**config.mk**
```make
export PLATFORM = sky130hd
export DESIGN_NAME = edint_dev_flat
export DESIGN_NICKNAME = d
export VERILOG_FILES = /design/src/hdl/edint_pkg.sv /design/src/hdl/edint_if.sv /design/src/hdl/edint_dev.sv /design/src/flat_wrapper.sv
export VERILOG_INCLUDE_DIRS = /design/src /design/src/hdl
export SDC_FILE = /design/constraint.sdc
export NUM_CORES = 1
export LEC_CHECK = 0
export BUFFER_PORTS_ARGS = -buffer_cell sky130_fd_sc_hd__buf_4
export CORE_ASPECT_RATIO = 0.7
export CORE_MARGIN = 5
export CORE_UTILIZATION = 38
export DETAILED_ROUTE_END_ITERATION = 8
export GPL_TIMING_DRIVEN = 0
export PLACE_DENSITY_LB_ADDON = 0.2
export SKIP_LAST_GASP = 1
export SLEW_MARGIN = 40
export SYNTH_ARGS = -nofsm -noshare
export SYNTH_HDL_FRONTEND = slang
export SYNTH_SLANG_ARGS = --single-unit
```
**constraint.sdc**
```tcl
create_clock -name i_clock -period 6.1 [get_ports i_clock]
set_input_delay 1.22 -clock i_clock [delete_from_list [all_inputs] [get_ports i_clock]]
set_output_delay 1.22 -clock i_clock [all_outputs]
set_load 0.02 [all_outputs]
```
**src/hdl/edint_map.svh**
```systemverilog
`ifndef EDINT_MAP_SVH
`define EDINT_MAP_SVH
// Device register offsets.
`define EDINT_OFF_CSR     8'h02
`define EDINT_OFF_POL     8'h06
`define EDINT_OFF_MIC     8'h08
`define EDINT_OFF_CHEN    8'h0a
`define EDINT_OFF_DEF     8'h0c
`define EDINT_OFF_PEND    8'h10
// Master interrupt control fields.
`define EDINT_MIC_VEC_LSB 0
`define EDINT_MIC_VEC_MSB 7
`define EDINT_MIC_IE      8
`define EDINT_MIC_IT      9
`define EDINT_MIC_PAT     10
`define EDINT_MIC_STORED_IRQ_ENABLE    11
`define EDINT_MIC_FULL_IRQ_ENABLE    12
`define EDINT_MIC_HALF_IRQ_ENABLE    13
`define EDINT_MIC_ROLLOVER_IRQ_ENABLE    14
// Control and status fields.
`define EDINT_CSR_DS      0
`define EDINT_CSR_FF      1
`define EDINT_CSR_HF      2
`define EDINT_CSR_TSR     3
`define EDINT_CSR_RFF     4
// Reset values.
`define EDINT_RST_REG     16'h0000
`define EDINT_RST_VEC     8'h00
// Host register offsets and fields.
`define EDINT_HOFF_CTRL   8'h80
`define EDINT_HOFF_STAT   8'h82
`define EDINT_HSEL_BIT    7
`define EDINT_HCTRL_AUTO  0
`define EDINT_HSTAT_IRQ   0
`define EDINT_HSTAT_VVAL  1
`endif

```
**src/hdl/edint_pkg.sv**
```systemverilog
package edint_pkg;
	typedef logic [15:0] edint_word_t;
	typedef logic [7:0]  edint_addr_t;
	typedef logic [7:0]  edint_vec_t;
	typedef enum logic [2:0] {
		EDINT_H_IDLE = 3'b001,
		EDINT_H_ACK  = 3'b010,
		EDINT_H_WAIT = 3'b100
	} edint_hstate_t;
endpackage : edint_pkg

```
**src/hdl/edint_if.sv**
```systemverilog
`timescale 1ns/1ps
interface edint_if;
	import edint_pkg::*;
	edint_addr_t addr;
	edint_word_t wdata;
	logic        wr;
	logic        rd;
	edint_word_t rdata;
	logic        irq;
	logic        iack;
	logic        vec_oe;
	edint_vec_t  vec;
	modport dev (input addr, input wdata, input wr, input rd, output rdata,
		output irq, input iack, output vec_oe, output vec);
	modport host (output addr, output wdata, output wr, output rd, input rdata,
		input irq, output iack, input vec_oe, input vec);
endinterface : edint_if

```
**src/hdl/edint_dev.sv**
```systemverilog
`timescale 1ns/1ps
`include "edint_map.svh"
// Contract
// [RULE1] Software release mode holds request until cleared
// [RULE2] Hardware mode drops request, drives vector on acknowledge
// [RULE3] Release mode chosen by mode select bit
// [RULE4] Line enable bit gates every request
// [RULE5] One programmable common vector for all sources
// [RULE6] Data stored flag tracks unread FIFO entries
// [RULE7] Stored request releases on write, reasserts if nonempty
// [RULE8] Full flag sticky until FIFO clear or reset
// [RULE9] Full request releases on write, reasserts if full
// [RULE10] Half flag follows fill at least half
// [RULE11] Half request releases on write, reasserts if half
// [RULE12] Rollover flag set on time stamp wrap
// [RULE13] Rollover write one clears flag and request
// [RULE14] Change mode uses channel enable mask
// [RULE15] Polarity bit sets active level per channel
// [RULE16] Definition bit picks any change or activation
// [RULE17] Channel pending latched until write one clears
// [RULE18] Request held while any pending bit set
// [RULE19] Pattern mode compares, disabled channels don't care
// [RULE20] Pattern match sets pending bit zero only
// [RULE21] Definition zero any change, one activation
// [RULE22] Enable one enables, zero disables or ignores
// [RULE23] Evaluate polarity adjusted samples once per tick
// [RULE24] Reset clears enables, pendings, flags, request
module edint_dev (
	// Clock and reset.
	input  wire logic                 i_clock,
	input  wire logic                 i_rst_n,
	// Link to the host.
	edint_if.dev                      bus,
	// FIFO and time base status.
	input  wire logic                 i_fifo_empty,
	input  wire logic                 i_fifo_full,
	input  wire logic                 i_fifo_half,
	input  wire logic                 i_ts_wrap,
	output logic                      o_fifo_clear,
	// Debounced channel samples.
	input  wire logic                 i_sample_tick,
	input  wire edint_pkg::edint_word_t i_inputs
);
	import edint_pkg::*;

	edint_word_t mic;
	edint_word_t polarity;
	edint_word_t chan_enable;
	edint_word_t definition;
	edint_word_t pending;
	edint_word_t prev_active;
	logic        prev_valid;
	logic        full_flag;
	logic        rollover_flag;
	logic        stored_req;
	logic        full_req;
	logic        half_req;
	logic        ack_hold;
	edint_word_t rdata;
	edint_word_t active;
	edint_word_t chan_event;
	edint_word_t next_pending;
	logic        pattern_hit;
	logic        wr_csr;
	logic        wr_pend;
	logic        any_set;
	logic        any_cause;
	logic        hw_release;

	// Write decodes for the two clear-by-one registers.
	assign wr_csr  = bus.wr && (bus.addr == `EDINT_OFF_CSR);
	assign wr_pend = bus.wr && (bus.addr == `EDINT_OFF_PEND);
	assign hw_release = mic[`EDINT_MIC_IT]; // see [RULE3]

	// Configuration registers; reset leaves every enable off.
	always_ff @(posedge i_clock) begin
		if (!i_rst_n) begin
			mic         <= `EDINT_RST_REG; // see [RULE24]
			polarity    <= `EDINT_RST_REG;
			chan_enable <= `EDINT_RST_REG;
			definition  <= `EDINT_RST_REG;
		end else if (bus.wr) begin
			unique case (bus.addr)
				`EDINT_OFF_MIC:  mic         <= bus.wdata;
				`EDINT_OFF_POL:  polarity    <= bus.wdata;
				`EDINT_OFF_CHEN: chan_enable <= bus.wdata;
				`EDINT_OFF_DEF:  definition  <= bus.wdata;
				default: ;
			endcase
		end
	end

	// FIFO clear command is a one-cycle pulse on a write of one.
	always_ff @(posedge i_clock) begin
		if (!i_rst_n) begin
			o_fifo_clear <= 1'b0;
		end else begin
			o_fifo_clear <= wr_csr && bus.wdata[`EDINT_CSR_RFF];
		end
	end

	// Sticky full flag: only a FIFO clear or reset removes it.
	always_ff @(posedge i_clock) begin
		if (!i_rst_n) begin
			full_flag <= 1'b0;
		end else if (i_fifo_full) begin
			full_flag <= 1'b1; // see [RULE8]
		end else if (wr_csr && bus.wdata[`EDINT_CSR_RFF]) begin
			full_flag <= 1'b0;
		end
	end

	// Rollover flag; a wrap in the clearing cycle still wins.
	always_ff @(posedge i_clock) begin
		if (!i_rst_n) begin
			rollover_flag <= 1'b0;
		end else if (i_ts_wrap) begin
			rollover_flag <= 1'b1; // see [RULE12]
		end else if (wr_csr && bus.wdata[`EDINT_CSR_TSR]) begin
			rollover_flag <= 1'b0; // see [RULE13]
		end
	end

	// Status request latches: a write of one releases for a cycle, but a
	// standing condition sets the latch again, so the request comes back.
	always_ff @(posedge i_clock) begin
		if (!i_rst_n) begin
			stored_req <= 1'b0;
			full_req   <= 1'b0;
			half_req   <= 1'b0;
		end else begin
			stored_req <= !i_fifo_empty && !(wr_csr && bus.wdata[`EDINT_CSR_DS]
				&& stored_req); // see [RULE6] [RULE7]
			full_req   <= full_flag && !(wr_csr && bus.wdata[`EDINT_CSR_FF]
				&& full_req); // see [RULE9]
			half_req   <= i_fifo_half && !(wr_csr && bus.wdata[`EDINT_CSR_HF]
				&& half_req); // see [RULE10] [RULE11]
		end
	end

	// Polarity-adjusted samples; the first tick after reset only primes.
	assign active = i_inputs ^ polarity; // see [RULE15]

	always_ff @(posedge i_clock) begin
		if (!i_rst_n) begin
			prev_active <= `EDINT_RST_REG;
			prev_valid  <= 1'b0;
		end else if (i_sample_tick) begin
			prev_active <= active; // see [RULE23]
			prev_valid  <= 1'b1;
		end
	end

	// Channel event and pattern evaluation, once per sample tick.
	always_comb begin
		chan_event  = '0;
		pattern_hit = &((active ~^ definition) | ~chan_enable); // see [RULE19] [RULE22]
		if (i_sample_tick && prev_valid) begin
			if (mic[`EDINT_MIC_PAT]) begin
				chan_event[0] = pattern_hit; // see [RULE20]
			end else begin
				// Definition one means activation only, zero means any change.
				chan_event = chan_enable & ((definition & active & ~prev_active)
					| (~definition & (active ^ prev_active))); // see [RULE14] [RULE16] [RULE21]
			end
		end
		next_pending = (pending & ~(wr_pend ? bus.wdata : 16'h0000)) | chan_event;
	end

	// Pending latches; a new event beats a simultaneous clear.
	always_ff @(posedge i_clock) begin
		if (!i_rst_n) begin
			pending <= `EDINT_RST_REG;
		end else begin
			pending <= next_pending; // see [RULE17]
		end
	end

	// Any enabled cause keeps the request alive.
	assign any_cause = (|pending) // see [RULE18]
		|| (stored_req && mic[`EDINT_MIC_STORED_IRQ_ENABLE])
		|| (full_req && mic[`EDINT_MIC_FULL_IRQ_ENABLE])
		|| (half_req && mic[`EDINT_MIC_HALF_IRQ_ENABLE])
		|| (rollover_flag && mic[`EDINT_MIC_ROLLOVER_IRQ_ENABLE]);
	assign any_set = (|chan_event) || i_ts_wrap || wr_csr || wr_pend;

	// After a hardware acknowledge the request stays down until something
	// new happens; otherwise a held condition would re-request forever.
	always_ff @(posedge i_clock) begin
		if (!i_rst_n) begin
			ack_hold <= 1'b0;
		end else if (any_set || !hw_release) begin
			ack_hold <= 1'b0;
		end else if (bus.iack) begin
			ack_hold <= 1'b1; // see [RULE2]
		end
	end

	// Request: line enable gates all; software mode ignores acknowledge.
	assign bus.irq = mic[`EDINT_MIC_IE] && any_cause // see [RULE4] [RULE1]
		&& !(hw_release && (bus.iack || ack_hold)); // see [RULE2]
	// Vector is driven only in the acknowledge cycle of hardware mode.
	assign bus.vec_oe = hw_release && bus.iack && mic[`EDINT_MIC_IE] && any_cause;
	assign bus.vec = mic[`EDINT_MIC_VEC_MSB:`EDINT_MIC_VEC_LSB]; // see [RULE5]

	// Read data appear the cycle after the strobe; unmapped reads give zero.
	always_ff @(posedge i_clock) begin
		if (!i_rst_n) begin
			rdata <= `EDINT_RST_REG;
		end else if (bus.rd) begin
			unique case (bus.addr)
				`EDINT_OFF_MIC:  rdata <= mic;
				`EDINT_OFF_POL:  rdata <= polarity;
				`EDINT_OFF_CHEN: rdata <= chan_enable;
				`EDINT_OFF_DEF:  rdata <= definition;
				`EDINT_OFF_PEND: rdata <= pending;
				`EDINT_OFF_CSR:  rdata <= {12'h000, rollover_flag, i_fifo_half,
					full_flag, !i_fifo_empty};
				default:         rdata <= 16'h0000;
			endcase
		end else begin
			rdata <= 16'h0000;
		end
	end
	assign bus.rdata = rdata;

endmodule : edint_dev

```
**src/flat_wrapper.sv**
```systemverilog
// flat-port wrapper written by rule: the top's interface ports become plain ports
module edint_dev_flat import edint_pkg::*;
  (i_clock, i_rst_n, i_fifo_empty, i_fifo_full, i_fifo_half, i_ts_wrap, o_fifo_clear, i_sample_tick, i_inputs, bus_addr, bus_wdata, bus_wr, bus_rd, bus_rdata, bus_irq, bus_iack, bus_vec_oe, bus_vec);
  edint_if bus_i ();
  input  wire logic i_clock;
  input  wire logic i_rst_n;
  input  wire logic i_fifo_empty;
  input  wire logic i_fifo_full;
  input  wire logic i_fifo_half;
  input  wire logic i_ts_wrap;
  output logic o_fifo_clear;
  input  wire logic i_sample_tick;
  input  wire edint_pkg::edint_word_t i_inputs;
  input wire logic [$bits(bus_i.addr)-1:0] bus_addr;
  input wire logic [$bits(bus_i.wdata)-1:0] bus_wdata;
  input wire logic [$bits(bus_i.wr)-1:0] bus_wr;
  input wire logic [$bits(bus_i.rd)-1:0] bus_rd;
  output wire logic [$bits(bus_i.rdata)-1:0] bus_rdata;
  output wire logic [$bits(bus_i.irq)-1:0] bus_irq;
  input wire logic [$bits(bus_i.iack)-1:0] bus_iack;
  output wire logic [$bits(bus_i.vec_oe)-1:0] bus_vec_oe;
  output wire logic [$bits(bus_i.vec)-1:0] bus_vec;
  assign bus_i.addr = bus_addr;
  assign bus_i.wdata = bus_wdata;
  assign bus_i.wr = bus_wr;
  assign bus_i.rd = bus_rd;
  assign bus_rdata = bus_i.rdata;
  assign bus_irq = bus_i.irq;
  assign bus_i.iack = bus_iack;
  assign bus_vec_oe = bus_i.vec_oe;
  assign bus_vec = bus_i.vec;
  edint_dev u_core (.i_clock(i_clock), .i_rst_n(i_rst_n), .bus(bus_i), .i_fifo_empty(i_fifo_empty), .i_fifo_full(i_fifo_full), .i_fifo_half(i_fifo_half), .i_ts_wrap(i_ts_wrap), .o_fifo_clear(o_fifo_clear), .i_sample_tick(i_sample_tick), .i_inputs(i_inputs));
endmodule
```
==> results.txt <==
Hold Path Class - register to register
Cts hold-fix bufs - 0
Pin count of the biggest net entering global routing - 17
Antenna viol nets, final - 0
Leak pwr - 2.75 nW
Synth area leaders - dfxtp_1, a21oi_1, nand2_1
Synth area leader - dfxtp_1
Non-filler cells, final - 981
Root buffer cell - clkbuf_16
WP data required - 6.37 ns
Ys Warns - 0
Max Root-Sink Buffers - 2
CP Launch Type - input pin
Tot Pwr - 1.89 mW
Vias - 5,621
DIE WIDTH - 160 um
CTS Sinks - 120
Drt wl/cell - 22.1 um
DRC violations left - 0
Crit-path max FO - 10
Maxcap violations - 0
Flop pwr share - 0.426
Run status - complete, no violations
Site row count - 38
Via/cell ratio - 5.73
Global route total overflow - 0
Final setup viols - 0
Max_slew headroom - 0.409
Period utilization - 0.606
Pre-CTS WS - 2.14 ns
Max-slew violation count - 0
Critical path type - input pin to register
Seq cells post-synth - 120
Die area - 18,300 um^2
Least-Margin Pin Slew - 0.880 ns
Max Clock Skew - 0.00503 ns
Nets - 836
Fin Setup TNS - 0 ns
Clock latency on the worst-skew pair - 0.42 ns
Post_cts resized - 0
Async S/R FF share, synth - 0
Met2 WL - 9140 um
Yosys top cell area share - 0.404
Top cells by count, synth - dfxtp_1, nand2_1, a21oi_1
Top sig layer - met4
GRT Overall Usage - 0.238
Chip Height - 115 um
Final hold violations - 0
Mapped cell area - 5950 um^2
Met1 WL - 10,100 um
Clk network pwr share - 0.495
Initial DRC count - 727
Placed Cells - 951
Detailed placement HPWL - 16,300 um
TritonCTS clock tree - done
Antenna cells - 0
PwrDens - 259 nW/um^2
RSZ-0062 raised after global routing - false
Syn avg cell area - 8.79 um^2
Clk slew on worst S/H paths - 0.06 ns
Final Wtd Congestion - 0.969
Htree depth - 4
Top-count cell post-synth - dfxtp_1
Mapped Cells - 677
Antenna violations before repair - 0
Ys flop type - dfxtp_1
Number of synthesized flops with an enable pin - 0
Int Pwr - 1.44 mW
Vias in the first global route - 5,424
Number of port buffers - 74
# IOs - 77
Crit. End Element - register
Setup slack after layout - 2.40 ns
Synthesis-to-layout area growth - 22.8%
DR WL met3 - 1950 um
Wirelength, routed - 21,700 um
Peak Freq - 270 MHz
Initial Util - 0.386
First-pass GRT wire length - 32,800 um
Sw Pwr - 0.446 mW
Net Sw Frac - 0.236
Share of total power in combinational logic - 0.080
Worst VDD drop - 145 uV
Total CTS buffers - 17
Core footprint - 15,400 um^2
Setup repair bufs after CTS - 0
Register area share after synthesis - 0.404
Netlist cell types - 56
Share of layout cells above drive strength 1 - 0.204
Post-Syn Nets - 743
CP arrival - 3.97 ns
Min cycle time layout - 3.70 ns
Drt pass-1 iters - 7
-- flip-flops by register name (all words and copies together), names as in the netlist, 16 cells and up --
register	flops
u_core.mic	16
u_core.definition	16
u_core.polarity	16
u_core.bus.rdata	16
u_core.pending	16
u_core.chan_enable	16
u_core.prev_active	16
-- critical path, cell delays in order --
cell and delay, ns:
buf_4 0.10, or4_1 0.53, buf_6 0.17, nor4_4 0.73, nand2_1 0.49, clkbuf_1 0.45, nand2_1 0.19, a21oi_2 0.06
-- metal layers --
layer	vias to the layer above	GRT usage
met5	-	0
met3	38	0.0716
li1	2606	-
met4	0	0.0790
met2	298	0.349
met1	2679	0.333
-- cell type report --
cell class                      instances  area (um^2)
Clock buffer                           28          537
Multi-Input combinational cell        479         3190
Timing Repair Buffer                   74          556
Inverter                               27          101
Sequential cell                       120         2400
Clock inverter                          2         10.0
Buffer                                 51          256
Tap cell                              200          250
Fill cell                            1484         8100
-- kinds of logic (layout without fill, tap and decap cells) --
kind of cell               Yosys count  after routing  synth area share
AOI/OAI and AO/OA                  198            198             0.224
DFF                                120            120             0.404
buffers and inverters               78            182            0.0597
xor gates and xnor gates            32             32            0.0818
muxes                               11             11            0.0185
and+or+nand+nor                    222            222             0.178
adders and majority gates           16             16            0.0337
-- through the flow --
stage | hold slack [ns] | instance area, um^2 | util
floorplan | 0.421 | 5950 | -
global placement | 0.444 | 6750 | 0.438
detailed placement | 0.456 | 6760 | 0.439
CTS | 0.463 | 7300 | 0.474
global route | 0.495 | 7300 | 0.474
finish | 0.465 | 7300 | 0.474
-- final timing paths --
kind / start / to / slack [ns] / cells after the start
setup reg to reg: u_core.polarity[3] / u_core.ack_hold / 3.77 / 8
hold reg to reg: u_core.mic[15] / u_core.mic[15] / 0.46 / 2
setup / recovery: bus_addr[5] / u_core.definition[14] / 2.40 / 8
hold / removal: u_core.mic[15] / u_core.mic[15] / 0.46 / 2
-- layout by cell type (no fill, tap or decap), types with 3 or more instances in the layout --
| cell | Yosys | routed |
|---|---|---|
| o21a_1 | 3 | 3 |
| xnor2_1 | 10 | 10 |
| buf_4 | 10 | 84 |
| a221oi_1 | 4 | 4 |
| xor2_1 | 7 | 7 |
| xnor3_1 | 15 | 15 |
| clkbuf_16 | 0 | 17 |
| nor4_1 | 4 | 4 |
| a211oi_1 | 9 | 9 |
| dfxtp_1 | 120 | 120 |
| inv_1 | 26 | 26 |
| a22oi_1 | 28 | 28 |
| nor3_1 | 3 | 3 |
| o22ai_1 | 16 | 16 |
| o21ai_0 | 3 | 3 |
| buf_2 | 4 | 5 |
| nand2_1 | 103 | 103 |
| nand3_1 | 47 | 47 |
| and2_1 | 4 | 4 |
| buf_1 | 4 | 3 |
| a21oi_1 | 86 | 86 |
| a21oi_2 | 10 | 10 |
| nor4_4 | 3 | 3 |
| clkbuf_1 | 30 | 33 |
| ha_1 | 16 | 16 |
| a21bo_2 | 13 | 13 |
| a222oi_1 | 13 | 13 |
| clkbuf_8 | 0 | 7 |
| mux2i_1 | 11 | 11 |
| nand2_2 | 10 | 10 |
| nor2_1 | 33 | 33 |
-- power groups by stage --
stage / Clock, mW / Sequential, mW / Combinational (mW)
3_5_place_dp: 0 / 0.821 / 0.148
2_1_floorplan: 0 / 0.818 / 0.0749
5_1_grt: 0.982 / 0.805 / 0.159
3_3_place_gp: 0 / 0.820 / 0.145
4_1_cts: 0.942 / 0.805 / 0.148
6_report: 0.935 / 0.805 / 0.150
Power figures use the tool's default switching activity.
